<file path="src/scrs_pkg.sv">
// package for the start-up clock and reset sequencer
// assumes one clock, core_clk, and an active-low asynchronous reset
package scrs_pkg;
    // ratio-select pin codes
    localparam logic [1:0] RATIO_CODE_8 = 2'h0;
    localparam logic [1:0] RATIO_CODE_32 = 2'h1;
    localparam logic [1:0] RATIO_CODE_16 = 2'h2;
    localparam logic [1:0] RATIO_CODE_RSVD = 2'h3;
    // multiplier values for each ratio
    localparam logic [5:0] RATIO_MULT_8 = 6'h08;
    localparam logic [5:0] RATIO_MULT_32 = 6'h20;
    localparam logic [5:0] RATIO_MULT_16 = 6'h10;
    // pll lock wait in reference cycles
    localparam int LOCK_WAIT_CYCLES = 4096;
    // divider value after reset
    localparam logic [3:0] RST_DIVIDER = 4'h1;
    // running-reset control bit position
    localparam int RUNRST_EN_BIT = 0;
    // edges the strap synchronisers need to show the pins after release
    localparam logic [1:0] SYNC_SETTLE = 2'h2;

    typedef enum logic [1:0] {
        SEQ_RESET = 2'b00,
        SEQ_LOCK = 2'b01,
        SEQ_RUN = 2'b10
    } scrs_state_e;

    // clock setting carried to the pll
    typedef struct packed {
        logic [5:0] mult;
        logic [3:0] div;
    } scrs_pll_s;

    // decode the ratio pins; reserved falls back to 8:1
    function automatic logic [5:0] ratio_mult(input logic [1:0] code);
        logic [5:0] m;
        m = RATIO_MULT_8;
        if (code == RATIO_CODE_32) begin
            m = RATIO_MULT_32;
        end else if (code == RATIO_CODE_16) begin
            m = RATIO_MULT_16;
        end
        return m;
    endfunction
endpackage

</file>
<file path="src/scrs_sequencer.sv">
// start-up clock and reset sequencer: straps, pll lock wait, reset pin
// assumes core_clk is the reference clock and rst_n the reset pin
`timescale 1ns/100ps
// How it works
// - ratio pins select 8, 32, 16; 11 reserved
// - software may reprogram pll after reset
// - wait 4096 cycles, then fetch reset vector
// - dual reset pin is output by default
// - control bit 0 makes it running-reset input
// - boot mode taken from three pins
module scrs_sequencer
    import scrs_pkg::*;
#(
    parameter int LOCK_CYCLES = LOCK_WAIT_CYCLES
) (
    input wire logic core_clk,
    input wire logic rst_n,
    input wire logic [1:0] ratioSelPin,
    input wire logic [2:0] bootModePin,
    input wire logic runResetCtrlWr,
    input wire logic [7:0] runResetCtrlData,
    input wire logic pllCtrlWr,
    input wire logic [9:0] pllCtrlData,
    input wire logic resetPinIn,
    output logic resetPinOut,
    output logic resetPinOe,
    output logic coreRun,
    output logic fetchVector,
    output logic [2:0] bootMode,
    output logic ratioReserved,
    output logic [9:0] pllSetting,
    output logic runResetEnable,
    output logic runResetReq
);
    localparam int CW = $clog2(LOCK_CYCLES + 1);

    logic [1:0] ratioSync; // synchronised ratio pins
    logic [2:0] bootSync; // synchronised boot pins
    logic [0:0] pinSync; // synchronised pin, high while pulled low
    logic [1:0] settle_ff; // edges since release, stops at two
    logic captured_ff; // straps taken once after release
    logic [1:0] ratio_ff; // held ratio code
    logic ratioRsvd_ff; // held ratio code is the reserved one
    logic [2:0] boot_ff; // held boot mode
    scrs_state_e state_ff; // sequencer state
    logic [CW-1:0] lockCnt_ff; // pll lock counter
    scrs_pll_s pll_ff; // pll multiplier and divider
    logic ctrl_ff; // running-reset control bit 0
    logic pinPrev_ff; // pin seen low at the last edge
    logic run_ff; // core running
    logic vec_ff; // reset-vector fetch pulse
    logic rstOut_ff; // reset-out level, active low
    logic oe_ff; // drive enable
    logic req_ff; // running reset pulse

    scrs_sync #(.WIDTH(2)) uRatio (.core_clk(core_clk), .rst_n(rst_n),
        .asyncIn(ratioSelPin), .syncOut(ratioSync));
    scrs_sync #(.WIDTH(3)) uBoot (.core_clk(core_clk), .rst_n(rst_n),
        .asyncIn(bootModePin), .syncOut(bootSync));
    // pin reads high through its pull-up when idle; it is fed inverted so
    // the synchroniser's reset level equals the idle level, no false edge
    scrs_sync #(.WIDTH(1)) uPin (.core_clk(core_clk), .rst_n(rst_n),
        .asyncIn(!resetPinIn), .syncOut(pinSync));

    // settle count: synchroniser outputs hold reset zeros for two edges
    always_ff @(posedge core_clk or negedge rst_n) begin
        if (!rst_n) begin
            settle_ff <= 2'h0;
        end else if (settle_ff != SYNC_SETTLE) begin
            settle_ff <= settle_ff + 2'h1;
        end
    end

    // strap capture: first clock after the synchronised straps settle
    // board keeps pins steady across reset, so a late sample is safe
    // a strap moved within two cycles of release may be caught either way
    always_ff @(posedge core_clk or negedge rst_n) begin
        if (!rst_n) begin
            captured_ff <= 1'b0;
            ratio_ff <= RATIO_CODE_8;
            ratioRsvd_ff <= 1'b0;
            boot_ff <= 3'h0;
        end else if (!captured_ff && settle_ff == SYNC_SETTLE) begin
            captured_ff <= 1'b1;
            ratio_ff <= ratioSync;
            ratioRsvd_ff <= (ratioSync == RATIO_CODE_RSVD);
            boot_ff <= bootSync;
        end
    end

    // sequencer: reset, lock wait, run
    // the counter relies on a free-running reference clock
    always_ff @(posedge core_clk or negedge rst_n) begin
        if (!rst_n) begin
            state_ff <= SEQ_RESET;
            lockCnt_ff <= '0;
        end else begin
            case (state_ff)
                SEQ_RESET: begin
                    state_ff <= SEQ_LOCK;
                    lockCnt_ff <= '0;
                end
                SEQ_LOCK: begin
                    // 4096 cycles counted from leaving reset
                    if (lockCnt_ff == CW'(LOCK_CYCLES - 2)) begin
                        state_ff <= SEQ_RUN;
                    end
                    lockCnt_ff <= lockCnt_ff + 1'b1;
                end
                SEQ_RUN: begin
                    state_ff <= SEQ_RUN;
                end
                default: begin
                    state_ff <= SEQ_RESET;
                end
            endcase
        end
    end

    // core run flag and one-cycle vector fetch strobe
    always_ff @(posedge core_clk or negedge rst_n) begin
        if (!rst_n) begin
            run_ff <= 1'b0;
            vec_ff <= 1'b0;
        end else begin
            run_ff <= (state_ff == SEQ_RUN);
            vec_ff <= (state_ff == SEQ_RUN) && !run_ff;
        end
    end

    // pll setting: strap ratio at start-up, software writes once running
    always_ff @(posedge core_clk or negedge rst_n) begin
        if (!rst_n) begin
            pll_ff <= '{mult: RATIO_MULT_8, div: RST_DIVIDER};
        end else if (run_ff && pllCtrlWr) begin
            pll_ff <= scrs_pll_s'(pllCtrlData);
        end else if (!run_ff) begin
            pll_ff <= '{mult: ratio_mult(ratio_ff), div: RST_DIVIDER};
        end
    end

    // running-reset control; writes ignored until the core runs
    always_ff @(posedge core_clk or negedge rst_n) begin
        if (!rst_n) begin
            ctrl_ff <= 1'b0;
        end else if (run_ff && runResetCtrlWr) begin
            ctrl_ff <= runResetCtrlData[RUNRST_EN_BIT];
        end
    end

    // reset pin: drives reset-out, low until the run state, then high; input when enabled
    always_ff @(posedge core_clk or negedge rst_n) begin
        if (!rst_n) begin
            rstOut_ff <= 1'b0;
            oe_ff <= 1'b1;
            pinPrev_ff <= 1'b0;
            req_ff <= 1'b0;
        end else begin
            rstOut_ff <= (state_ff == SEQ_RUN);
            oe_ff <= !ctrl_ff;
            pinPrev_ff <= pinSync[0];
            // pin newly pulled low in input mode requests a running reset
            req_ff <= ctrl_ff && !pinPrev_ff && pinSync[0];
        end
    end

    // every output comes straight from its flop
    assign resetPinOut = rstOut_ff;
    assign resetPinOe = oe_ff;
    assign coreRun = run_ff;
    assign fetchVector = vec_ff;
    assign bootMode = boot_ff;
    assign ratioReserved = ratioRsvd_ff;
    assign pllSetting = pll_ff;
    assign runResetEnable = ctrl_ff;
    assign runResetReq = req_ff;

    // run begins exactly after the lock wait
    lock_wait_a: assert property (@(posedge core_clk) disable iff (!rst_n)
        $rose(run_ff) |-> $past(state_ff == SEQ_LOCK, 2))
        else $error("core ran without lock wait");
    vec_pulse_a: assert property (@(posedge core_clk) disable iff (!rst_n)
        fetchVector |=> !fetchVector)
        else $error("vector fetch longer than one cycle");
    vec_with_run_a: assert property (@(posedge core_clk) disable iff (!rst_n)
        fetchVector |-> coreRun && !$past(coreRun))
        else $error("vector fetch not at run start");
    pin_default_a: assert property (@(posedge core_clk) disable iff (!rst_n)
        !ctrl_ff |=> resetPinOe)
        else $error("reset pin not driven by default");
    pin_input_a: assert property (@(posedge core_clk) disable iff (!rst_n)
        ctrl_ff |=> !resetPinOe)
        else $error("reset pin still driven as input");
    req_gate_a: assert property (@(posedge core_clk) disable iff (!rst_n)
        runResetReq |-> $past(ctrl_ff))
        else $error("running reset while disabled");
    strap_hold_a: assert property (@(posedge core_clk) disable iff (!rst_n)
        $past(captured_ff) |-> $stable(boot_ff) && $stable(ratio_ff))
        else $error("straps changed after capture");
    ratio_map_a: assert property (@(posedge core_clk) disable iff (!rst_n)
        captured_ff && !run_ff && ratio_ff == RATIO_CODE_32
        |=> pll_ff.mult == RATIO_MULT_32)
        else $error("wrong start-up multiplier");
    pll_write_a: assert property (@(posedge core_clk) disable iff (!rst_n)
        run_ff && pllCtrlWr |=> pllSetting == $past(pllCtrlData))
        else $error("pll write not taken");
    boot_pin_a: assert property (@(posedge core_clk) disable iff (!rst_n)
        $rose(captured_ff) |-> bootMode == $past(bootSync))
        else $error("boot mode not from pins");
    // reserved flag must follow the captured pins, not stay at reset zero
    rsvd_flag_a: assert property (@(posedge core_clk) disable iff (!rst_n)
        $rose(captured_ff) |-> ratioReserved == ($past(ratioSync) == RATIO_CODE_RSVD))
        else $error("reserved ratio flag wrong");

    run_seen_c: cover property (@(posedge core_clk) disable iff (!rst_n) $rose(coreRun));
    pll_wr_c: cover property (@(posedge core_clk) disable iff (!rst_n) run_ff && pllCtrlWr);
    in_mode_c: cover property (@(posedge core_clk) disable iff (!rst_n) $fell(resetPinOe));
    req_c: cover property (@(posedge core_clk) disable iff (!rst_n) runResetReq);
    rsvd_c: cover property (@(posedge core_clk) disable iff (!rst_n) ratioReserved);
endmodule

</file>
<file path="src/scrs_sync.sv">
// two-flop synchroniser, parameterised width
// assumes inputs are asynchronous to core_clk
`timescale 1ns/100ps
module scrs_sync #(
    parameter int WIDTH = 1
) (
    input wire logic core_clk,
    input wire logic rst_n,
    input wire logic [WIDTH-1:0] asyncIn,
    output logic [WIDTH-1:0] syncOut
);
    logic [WIDTH-1:0] meta_ff; // first stage, read only by second
    logic [WIDTH-1:0] sync_ff; // second stage

    // two stages against metastability
    always_ff @(posedge core_clk or negedge rst_n) begin
        if (!rst_n) begin
            meta_ff <= '0;
            sync_ff <= '0;
        end else begin
            meta_ff <= asyncIn;
            sync_ff <= meta_ff;
        end
    end

    assign syncOut = sync_ff;
endmodule
</file>
<file path="config.mk">
export PLATFORM = sky130hd
export DESIGN_NAME = scrs_sequencer
export DESIGN_NICKNAME = d
export VERILOG_FILES = /design/src/scrs_pkg.sv /design/src/scrs_sequencer.sv /design/src/scrs_sync.sv
export SDC_FILE = /design/constraint.sdc
export NUM_CORES = 1
export LEC_CHECK = 0
export ABC_AREA = 1
export BUFFER_PORTS_ARGS = -buffer_cell sky130_fd_sc_hd__buf_2
export CAP_MARGIN = 20
export CORE_MARGIN = 1.5
export CORE_UTILIZATION = 48
export CTS_CLUSTER_SIZE = 16
export DETAILED_ROUTE_END_ITERATION = 6
export PLACE_DENSITY_LB_ADDON = 0.12
export SYNTH_ARGS = -nofsm -noshare
export SYNTH_HDL_FRONTEND = slang
export SYNTH_HIERARCHICAL = 1
export SYNTH_SLANG_ARGS = --single-unit
export TNS_END_PERCENT = 1
</file>
<file path="constraint.sdc">
create_clock -name core_clk -period 1.2 [get_ports core_clk]
set_input_delay 0.12 -clock core_clk [delete_from_list [all_inputs] [get_ports core_clk]]
set_output_delay 0.12 -clock core_clk [all_outputs]
set_load 0.05 [all_outputs]
</file>
After elaboration in Yosys (flattened, before gate mapping)
Cells that the tools add are included.
{"block": "word_totals", "register_bits": 52, "latch_bits": 0, "mem_bits_rw": 0, "rom_bits": 0, "in_bits": 28, "out_inout_bits": 20, "elab_cells": 53, "n_memories": 0}
{"block": "op_classes", "add_sub_neg": 2, "multipliers": 0, "div": 0, "n_lt_le_gt_ge": 0, "eq_ne": 10, "shifts": 0, "n_mux": 7, "bitwise": 0, "reduce_logical": 13}
{"operator": "case mux 13 bit (2 select lines)", "count": 1}
{"operator": "two-way mux 10 bit", "count": 2}
{"operator": "adder 13 x 1 -> 13 bit, second input constant", "count": 1}
{"operator": "== test 13 x 12 -> 1 bit, second input constant", "count": 1}
{"operator": "== test 2 bit, second input constant", "count": 4}
{"operator": "logical AND 1 bit", "count": 6}
{"operator": "two-way mux 6 bit", "count": 1}
{"operator": "case mux 2 bit (3 select lines)", "count": 1}
{"operator": "logical NOT 1 bit", "count": 5}
{"operator": "two-way mux 5 bit", "count": 1}
{"operator": "== test 2 x 1 -> 1 bit, second input constant", "count": 2}
{"operator": "!= test 2 bit, second input constant", "count": 2}
{"operator": "adder 2 x 1 -> 2 bit, second input constant", "count": 1}
{"operator": "logical NOT 2 bit", "count": 1}
{"operator": "two-way mux 2 bit", "count": 1}
{"operator": "!= test 2 x 1 -> 1 bit, second input constant", "count": 1}
{"operator": "nonzero test 2 bit", "count": 1}

Depth between registers and ports, before layout
Gate-level depths: netlist of the first run.
{"block": "depth", "ltp_word": 5, "depth_mapped": 9, "ltp_nobuf": 9}

Hierarchy
The synthesis of the first run kept the hierarchy.
{"module": "scrs_sequencer", "n_inst": 1, "cells_per_inst": 207, "area_each_um2": 1854.3, "seq_area_each_um2": 1004.7}
{"module": "scrs_sync (uBoot)", "n_inst": 1, "cells_per_inst": 6, "area_each_um2": 150.1, "seq_area_each_um2": 150.1}
{"module": "scrs_sync (uRatio)", "n_inst": 1, "cells_per_inst": 4, "area_each_um2": 100.1, "seq_area_each_um2": 100.1}
{"module": "scrs_sync (uPin)", "n_inst": 1, "cells_per_inst": 2, "area_each_um2": 50.0, "seq_area_each_um2": 50.0}

Worst setup path before layout of the first run
Ideal clock, no wire load.
{"block": "synth_timing", "path_kind": "register to register", "startpoint": "reg resetPinOut (netlist name)", "endpoint": "reg pll_ff (netlist bit pllSetting[8])", "setup_ps": 68, "arrival_ps": 1297, "required_time_ps": 1132, "path_slack_ps": -166, "path_stages_with_launch": 6, "path_buffers": 0, "synth_period_minus_slack_ps": 1366, "cell_sequence": "dfrtp_1 -> inv_1 -> or2_1 -> inv_2 -> nand2_1 -> nand3_1"}
{"element": "end signal, assigned", "line_no": "scrs_sequencer.sv:134", "source": "pll_ff <= '{mult: RATIO_MULT_8, div: RST_DIVIDER};"}
{"element": "end signal, assigned", "line_no": "scrs_sequencer.sv:136", "source": "pll_ff <= scrs_pll_s'(pllCtrlData);"}
{"element": "end signal, assigned", "line_no": "scrs_sequencer.sv:138", "source": "pll_ff <= '{mult: ratio_mult(ratio_ff), div: RST_DIVIDER};"}
{"element": "end, declared", "line_no": "scrs_sequencer.sv:47", "source": "scrs_pll_s pll_ff;"}

Worst setup path in the final report of the first run
{"block": "layout_timing", "startpoint": "reg state_ff[1]", "endpoint": "reg lockCnt_ff[12]"}
{"block": "layout_via", "elab_chain_cells": 2, "word_cells_on_any_way": 4, "classes_between": "eq/ne (1); mux (1); reduce/logical (2)"}
{"element": "start, declared", "line_no": "scrs_sequencer.sv:45", "source": "scrs_state_e state_ff;"}
{"element": "start signal, assigned", "line_no": "scrs_sequencer.sv:95", "source": "state_ff <= SEQ_RESET;"}
{"element": "start signal, assigned", "line_no": "scrs_sequencer.sv:100", "source": "state_ff <= SEQ_LOCK;"}
{"element": "start signal, assigned", "line_no": "scrs_sequencer.sv:106", "source": "state_ff <= SEQ_RUN;"}
{"element": "== test 2 x 1 -> 1 bit / logical NOT 2 bit (equally long branches)", "line_no": "scrs_sequencer.sv:98", "source": "case (state_ff)"}
{"element": "case mux 13 bit (2 select lines) / nonzero test 2 bit (equally long branches)"}
{"element": "end signal, assigned", "line_no": "scrs_sequencer.sv:108", "source": "lockCnt_ff <= lockCnt_ff + 1'b1;"}
{"element": "end, declared", "line_no": "scrs_sequencer.sv:46", "source": "logic [CW-1:0] lockCnt_ff;"}
Parallel ways exist; a longest one is shown, timed or not.
A chain may end at the register's enable or synchronous reset.

==> results of run 1 <==
[placed cells by master, fill, tap and decap left out, drive strengths merged, types with 2 or more instances in the layout]
master and n:
nand4 2, clkbuf 6, nand2 64, a22o 6, or2 2, ha 8
nand3 16, dlygate4sd3 7, dfrtp 49, buf 58, nor2 16, inv 29
o21ai 14, dfstp 3, a21oi 2
[what timing repair did]
item	in CTS	in global routing
setup endpoints to repair	17	24
setup buffers	1	1
pin swaps	2	8
endpoints found under the hold margin	40	0
hold buffers	7	0
gates resized for setup	11	12
[power by group]
part           leakage [nW]  switching, mW  internal [mW]
registers             0.638         0.0155           1.79
clock network        0.0614          0.546          0.682
logic                 0.732          0.119         0.0694
total                  1.43          0.680           2.55
[metal layers]
metal  global-route usage [%]  vias up  routed length, um
met5                        0        -                  0
met4                     5.13        0                 55
met3                     3.75        6                139
met2                     29.1       30               1830
met1                     23.2      739               1800
li1                         -      831                  -
[registers in the layout, summed over array words and instances (netlist names), 2 cells and up]
name,cells
uBoot/syncOut,3
settle_ff,2
uRatio/syncOut,2
ratio_ff,2
pllSetting,10
uBoot/meta_ff,3
state_ff,2
lockCnt_ff,13
bootMode,3
uRatio/meta_ff,2
[worst min-delay path by stage]
stage / start / slack, ns / endpoint
finish: pllCtrlData[1] / 0.04 / pllSetting[1]
global route: pllCtrlData[1] / 0.03 / pllSetting[1]
CTS: pllCtrlData[1] / 0.03 / pllSetting[1]
detailed placement: rst_n / 0.003 / pllSetting[4]
global placement: rst_n / -0.0003 / pllSetting[4]
floorplan: rst_n / -0.18 / bootMode[0]
[critical path, stage by stage (launching register included)]
cell and delay, ns:
dfrtp_1 0.40, inv_2 0.09, ha_4 0.18, nand2_1 0.09, nor2_2 0.10, nand3_1 0.10
o21ai_1 0.12, inv_1 0.05
[through the flow]
step	instance area, um^2	worst slack, ns	utilization (%)	hold slack [ns]
final	2800	-0.0174	64.8	0.0378
after global routing	2800	-0.114	64.8	0.0301
after CTS	2770	-0.0127	64.0	0.0299
after detailed placement	2540	-0.167	58.7	0.00257
after floorplan	2160	-0.0831	-	-0.176
after global placement	2540	-0.110	58.7	-0.000350
[area by class of cell]
class,instances,area (um^2)
timing repair buffer,65,429
fill,370,1520
multi-input combinational,135,764
tap,52,65.1
inverter,30,116
clock inverter,2,38.8
clock buffer,6,82.6
sequential,52,1310
[kinds of logic (layout without fill, tap and decap cells)]
logic type      after synthesis  in the layout  share of synthesized area, %
mux                           1              1                         0.465
fa+ha+maj                     8              8                          4.65
xor+xnor                      1              1                         0.407
compound gates               23             23                          6.56
simple gates                102            102                          21.4
buf+inv                      32            103                          5.92
flops                        52             52                          60.6
==> impl_results.md, run 1 <==
- CTS tree: yes
- Worst Hold Class: primary input to flop
- Cells after synthesis: between 200 and 250
- Most used DFF post-synth: dfrtp_1
- Final setup violation count: 5
- Max_cap viols: 0
- Reg2reg end: lockCnt_ff[12]
- Clock Tree Root: clkbuf_8
- Distinct cell type count after synthesis: 26
- H-tree Lvls: 2
- Share of cells above drive strength 1: around a third
- Vias in the first global route: around 1,600
- Hold Path Depth: 2
- Fmax: a little over 800 MHz
- Minimum clock period: about 1.2 ns
- Die H: 70.0 um
- Crit. Startpoint: state_ff[1]
- Clock transition at path regs: 0.09 ns
- Netlist Area Pre-Place: around 2200 um^2
- Via Count: 1,606
- Post-synthesis area per instance: between 9 and 10 um^2
- GP Congestion: about 0.8
- Worst vdd ir: roughly 700 uV
- Register area share after synthesis: a little over 60%
- Drt total wl: between 3000 and 4000 um
- Synth area leaders: dfrtp_1, nand2_1, inv_1
- Count leader, synth: nand2_1
- WL/cell: roughly 11 um
- RSZ-0062 raised after global routing: true
- WP data required: 1.40 ns
- Initial antenna violation count: 0
- CP Max Fanout: 7
- Starting Density: roughly 50%
- Crit path launch type: flop
- Outcome: finished, violations left
- Clock sinks: 52
- Actual slew at the worst max-slew pin: ~0.25 ns
- Area leader, netlist: dfrtp_1
- Critical path class: flop to flop
- Violated checks: negative setup slack
- Drt via density: approximately 4.7
- Die area: just under 5000 um^2
- Syn. warnings: 6
- Top-area cell type share of the netlist area: 56.9%
- Clk Latency, worst-skew pair: approximately 0.30 ns
- Initial DRC count: 78
- Clock Skews: slightly above 0.009 ns
- Fin nets: 325
- Number of placement rows: 24
- Total power: 3.23 mW
- Tcrit/Tclk final: 101%
- Reg2reg setup slack: -0.02 ns
- Placed instance count: 325
- Drt first pass iters: 4
- RR Startpoint: state_ff[1]
- Syn Nets: 255
- First-pass GRT wire length: 6890 um
- Worst setup EP type: flop
- Total Routing Usage GR: 17.5%
- Largest net degree at the start of global routing: 29
- Final ANT Viol Nets: 0
- Pwr/cell area: 1150 nW/um^2
- Max Buffers Root-to-Sink: 2
- Post-DP HPWL: around 2900 um
- Rel. slew slack: between 80% and 90%
- Yosys reg bits: 52
- Drt drc: 0
- Critical Path AT: 1.42 ns
- Worst setup path end: lockCnt_ff[12]
- Commonest cells in the netlist: nand2_1, dfrtp_1, inv_1, nand3_1
- CTS buffer count: 5
- Slew Limit Fails: 0
- Synthesis-to-finish area growth: 30.1%
- EDFF count, synth: 0
- Ys async rst share: 100%
- Reg2reg path depth: 7
- Port Buf Inserts: 40
- P_leak: 1.43 nW
- Hold Violations, Final: 0
- Worst setup margin: -0.0174 ns
- Final setup TNS: -0.0621 ns
- Number of diodes: 0
- Die X: approximately 70 um
- Overflow after GRT: 0
- I/O pin count: 48
- Non-filler cells, final: between 300 and 400
- Total core area: around 4300 um^2
Note: power is estimated with default switching activity, not from simulation.
==> run 2, diff against run 1 <==
--- a/config.mk
+++ b/config.mk
@@ -9,7 +9,8 @@
 export BUFFER_PORTS_ARGS = -buffer_cell sky130_fd_sc_hd__buf_2
 export CAP_MARGIN = 20
 export CORE_MARGIN = 1.5
-export CORE_UTILIZATION = 48
+export CORE_UTILIZATION = 50
+export CTS_BUF_LIST = sky130_fd_sc_hd__clkbuf_4
 export CTS_CLUSTER_SIZE = 16
 export DETAILED_ROUTE_END_ITERATION = 6
 export PLACE_DENSITY_LB_ADDON = 0.12
==> impl_results.md, run 2 (synthesis gave the netlist of run 1 again) <==
- Clock Tree Root: clkbuf_4
- RR Startpoint: state_ff[1]
- Final setup violation count: 4
- Clk Latency, worst-skew pair: between 0.3 and 0.4 ns
- Synthesis-to-finish area growth: 35.7%
- Non-filler cells, final: roughly 350
- Worst vdd ir: approximately 750 uV
- Fin nets: around 330
- Biggest register: lockCnt_ff
- Hold Violations, Final: 0
- Critical path class: flop to output pin
- Via Count: 1,622
- Drt total wl: about 4000 um
- Crit. Startpoint: resetPinOut
- Final ANT Viol Nets: 0
- Clock sinks: 52
- Drt first pass iters: 4
- Die H: 68.6 um
- Actual slew at the worst max-slew pin: 0.383 ns
- Max Buffers Root-to-Sink: 2
- CTS tree: yes
- Place WS: -0.158 ns
- Die area: between 4000 and 5000 um^2
- Total Routing Usage GR: around a fifth
- Hold Crit Start: runResetCtrlData[0]
- Starting Density: roughly 53%
- Pwr/cell area: between 900 and 1000 nW/um^2
- Tcrit/Tclk final: 101%
- P_leak: 1.48 nW
- RSZ-0062 raised after global routing: true
- Violated checks: negative setup slack
- Placed instance count: 323
- CTS buffer count: 5
- Overflow after GRT: 0
- WL/cell: 11.1 um
- CP Max Fanout: 4
- Clock Skews: 0.0210 ns
- Minimum clock period: around 1.2 ns
- Initial antenna violation count: 0
- Max_cap viols: 0
- Most frequent cells in the layout: nand2_1, dfrtp_1, buf_2
- Initial DRC count: 35
- WP data required: 1.08 ns
- Drt via density: about 4.6
- Reg2reg setup slack: ~0.01 ns
- Number of diodes: 0
- GP Congestion: between 0.8 and 0.9
- Final design utilization: approximately 72%
- Vias in the first global route: between 1,500 and 2,000
- Port Buf Inserts: 40
- Number of placement rows: 23
- Min Hold Slack: 0.0250 ns
- Final setup TNS: -0.0333 ns
- H-tree Lvls: 2
- Placed cell areas: 2550 um^2
- Critical Path AT: approximately 1.1 ns
- Rel. slew slack: around 74%
- Outcome: finished, violations left
- Largest net degree at the start of global routing: 23
- Worst Hold Class: primary input to flop
- Post-DP HPWL: around 2600 um
- Die X: between 60 and 70 um
- First-pass GRT wire length: ~6700 um
- Most common cell after layout, fill and taps aside: nand2_1
- Final Cell Area: between 2000 and 3000 um^2
- Fmax: a little over 800 MHz
- Clock transition at path regs: about 0.15 ns
- Largest register FFs: 13
- I/O pin count: 48
- Total power: roughly 2.8 mW
- Worst setup EP type: output pin
- Drt drc: 0
- Crit path launch type: flop
- Worst setup margin: -0.0159 ns
- Share of cells above drive strength 1: 31.4%
- Total core area: ~4100 um^2
- Slew Limit Fails: 0
-- run 2: worst paths after layout --
path | end | cells past startpoint
worst min register to register | uRatio/syncOut[0] | 0
min in group asynchronous | lockCnt_ff[9] | 2
worst max-delay path | resetPinOut | 2
worst min-delay path | runResetEnable | 3
max in group asynchronous | pllSetting[7] | 3
worst max register to register | lockCnt_ff[12] | 8
-- run 2: metal layers --
layer | GRT usage, % | up-vias | part of all wire (%)
li1 | - | 851 | -
met1 | 24.2 | 729 | 46
met2 | 33.5 | 36 | 49
met3 | 3.90 | 6 | 4.2
met4 | 6.00 | 0 | 1.4
met5 | 0 | - | 0
-- run 2: area by class of cell --
type / count / area (um^2)
Sequential cell: 52 / 1310
Multi-Input combinational cell: 135 / 788
Clock inverter: 3 / 26.3
Timing Repair Buffer: 74 / 586
Clock buffer: 5 / 37.5
Fill cell: 283 / 1130
Tap cell: 50 / 62.6
Inverter: 30 / 116
-- run 2: where the power goes --
part | total [mW] | switching, mW | internal, mW
clock | 0.798 | 0.554 | 0.245
combinational | 0.224 | 0.124 | 0.101
sequential | 1.81 | 0.0167 | 1.80
-- run 2: repair_timing --
item / CTS / global route
setup buffers: 1 / 0
hold buffers: 17 / 0
pin swaps: 4 / 3
resized for setup: 29 / 15
setup endpoints to repair: 20 / 32
endpoints found under the hold margin: 66 / 0
cloned: 0 / 0
-- run 2: worst max-delay path, cell delays in order (launching register included) --
cell,delay [ns]
dfrtp_2,0.46
buf_6,0.14
buf_8,0.14
==> run 3, diff against run 2 <==
--- a/config.mk
+++ b/config.mk
@@ -8,8 +8,10 @@
 export ABC_AREA = 1
 export BUFFER_PORTS_ARGS = -buffer_cell sky130_fd_sc_hd__buf_2
 export CAP_MARGIN = 20
+export CELL_PAD_IN_SITES_DETAIL_PLACEMENT = 0
+export CELL_PAD_IN_SITES_GLOBAL_PLACEMENT = 1
 export CORE_MARGIN = 1.5
-export CORE_UTILIZATION = 50
+export CORE_UTILIZATION = 38
 export CTS_BUF_LIST = sky130_fd_sc_hd__clkbuf_4
 export CTS_CLUSTER_SIZE = 16
 export DETAILED_ROUTE_END_ITERATION = 6
==> impl_results.md, run 3 (synthesis gave the netlist of run 1 again) <==
- Die X: 78.3 um
- Vias in the first global route: 1,656
- Total core area: 5470 um^2
- Placed instance count: 346
- Crit. Startpoint: lockCnt_ff[1]
- Number of placement rows: 27
- Share of cells above drive strength 1: about a third
- Total internal power: ~2.2 mW
- Layout fillers: 520
- Clock power share: between 20 and 30%
- RSZ-0062 raised after global routing: true
- WL met3: roughly 90 um
- Largest net degree at the start of global routing: between 40 and 50
- Met1 WL: 1870 um
- CTS tree: yes
- Hold Crit Start: pllCtrlWr
- Tcrit/Tclk final: 103%
- Clock Skews: slightly below 0.006 ns
- First-pass GRT wire length: about 7500 um
- Crit-path max cell delay: just over 0.4 ns
- Outcome: finished, violations left
- Worst setup EP type: flop
- Net Switching: between 0.6 and 0.7 mW
- Critical Path AT: 1.52 ns
- Total Routing Usage GR: about 16%
- Most frequent CP cell: nor2_4
- I/O pin count: 48
- Actual slew at the worst max-slew pin: about 0.25 ns
- Max Buffers Root-to-Sink: 2
- H-tree Lvls: 2
- Clock Tree Root: clkbuf_4
- Drt first pass iters: 4
- Clk Latency, worst-skew pair: roughly 0.36 ns
- Initial antenna violation count: 0
- Seq pwr share: a little under two thirds
- P_leak: about 1.5 nW
- Clock transition at path regs: around 0.15 ns
- Slew Limit Fails: 0
- WP data required: 1.48 ns
- Non-filler cells, final: about 380
- CP max stage cell: dfrtp_1
- Largest register FFs: 13
- Violated checks: negative setup slack
- CTS buffer count: 5
- Synthesis-to-finish area growth: 36.5%
- Drt via density: 4.41
- Hold Violations, Final: 0
- Starting Density: between 30% and 40%
- Most frequent cells in the layout: nand2_1, dfrtp_1, buf_2
- Register area: between 1000 and 1500 um^2
- Port Buf Inserts: 40
- Critical path cell sequence: ha_2, inv_2, nor2_4, nand2_2, nor2_4, nand3_1, nand2_1, inv_1
- Pwr/cell area: 966 nW/um^2
- Clock sinks: between 50 and 60
- Critical path class: flop to flop
- CP Max Fanout: 3
- Final setup TNS: -0.140 ns
- Most common cell after layout, fill and taps aside: nand2_1
- Initial DRC count: 33
- Sw Ratio: about a quarter
- GP Congestion: about 0.77
- Worst vdd ir: 433 uV
- Total power: about 2.8 mW
- Final ANT Viol Nets: 0
- Biggest register: lockCnt_ff
- Die area: approximately 6100 um^2
- WL/cell: ~11 um
- Fmax: 807 MHz
- DR top layer: met4
- Overflow after GRT: 0
- Comb pwr share: under 10%
- Min Hold Slack: between 0.1 and 0.15 ns
- Number of diodes: 0
- Fin nets: approximately 340
- Final setup violation count: 7
- Minimum clock period: between 1 and 1.5 ns
- Drt total wl: about 4300 um
- Drt drc: 0
- RR Startpoint: lockCnt_ff[1]
- Post-DP HPWL: between 2000 and 3000 um
- WL met2: approximately 2300 um
- Multi-input logic area: roughly 770 um^2
- Crit path launch type: flop
- Via Count: 1,659
- Rel. slew slack: between 80% and 90%
- Max_cap viols: 0
- Worst setup margin: -0.0396 ns
- Worst Hold Class: primary input to flop
- Place WS: -0.171 ns
- Die H: 78.3 um
run 3: final cells by class:
type,count,area share (%)
multi-input combinational,135,26.3
tap,72,3.06
clock buffer,6,1.53
clock inverter,2,0.553
timing repair buffer,79,20.2
inverter,30,3.87
sequential,52,44.4
run 3: final timing paths:
path | endpoint | slack (ns) | depth (start not counted)
max reg2reg | lockCnt_ff[10] | -0.04 | 8
min in group asynchronous | ratioReserved | 0.13 | 2
max | lockCnt_ff[10] | -0.04 | 8
min | pllSetting[0] | 0.12 | 3
max in group asynchronous | pllSetting[0] | 0.52 | 3
min reg2reg | uBoot/syncOut[0] | 0.37 | 0
run 3: per-layer routing:
| layer | vias to the layer above | GRT usage, % |
|---|---|---|
| met5 | - | 0 |
| met4 | 0 | 4.64 |
| met3 | 6 | 3.95 |
| met2 | 12 | 27.1 |
| met1 | 784 | 18.9 |
| li1 | 857 | - |
run 3: timing repair:
action / in CTS / in global routing
hold endpoints to repair: 67 / 0
gates resized for setup: 24 / 10
buffers inserted: 1 / 2
cloned: 0 / 0
hold buffers: 19 / 0
pin swaps: 0 / 7
setup endpoints to repair: 24 / 41
run 3: power by group through the flow:
stage / Clock (mW) / Combinational (mW) / Sequential, mW
2_1_floorplan: 0 / 0.0195 / 1.90
3_3_place_gp: 0 / 0.172 / 1.84
3_5_place_dp: 0 / 0.171 / 1.84
4_1_cts: 0.855 / 0.226 / 1.81
5_1_grt: 0.933 / 0.244 / 1.82
6_report: 0.806 / 0.222 / 1.81
run 3: worst max-delay path: cells and delay by family, from the launching register on:
kind	cells	cell delay, ns
adders and majority gates	1	0.21
buffers and inverters	2	0.08
DFF	1	0.41
and+or+nand+nor	5	0.45
run 3: through the flow:
stage	util [%]	instance area [um^2]
global placement	47.0	2570
floorplan	-	2160
global route	53.7	2940
CTS	53.2	2910
detailed placement	47.0	2570
finish	53.7	2940
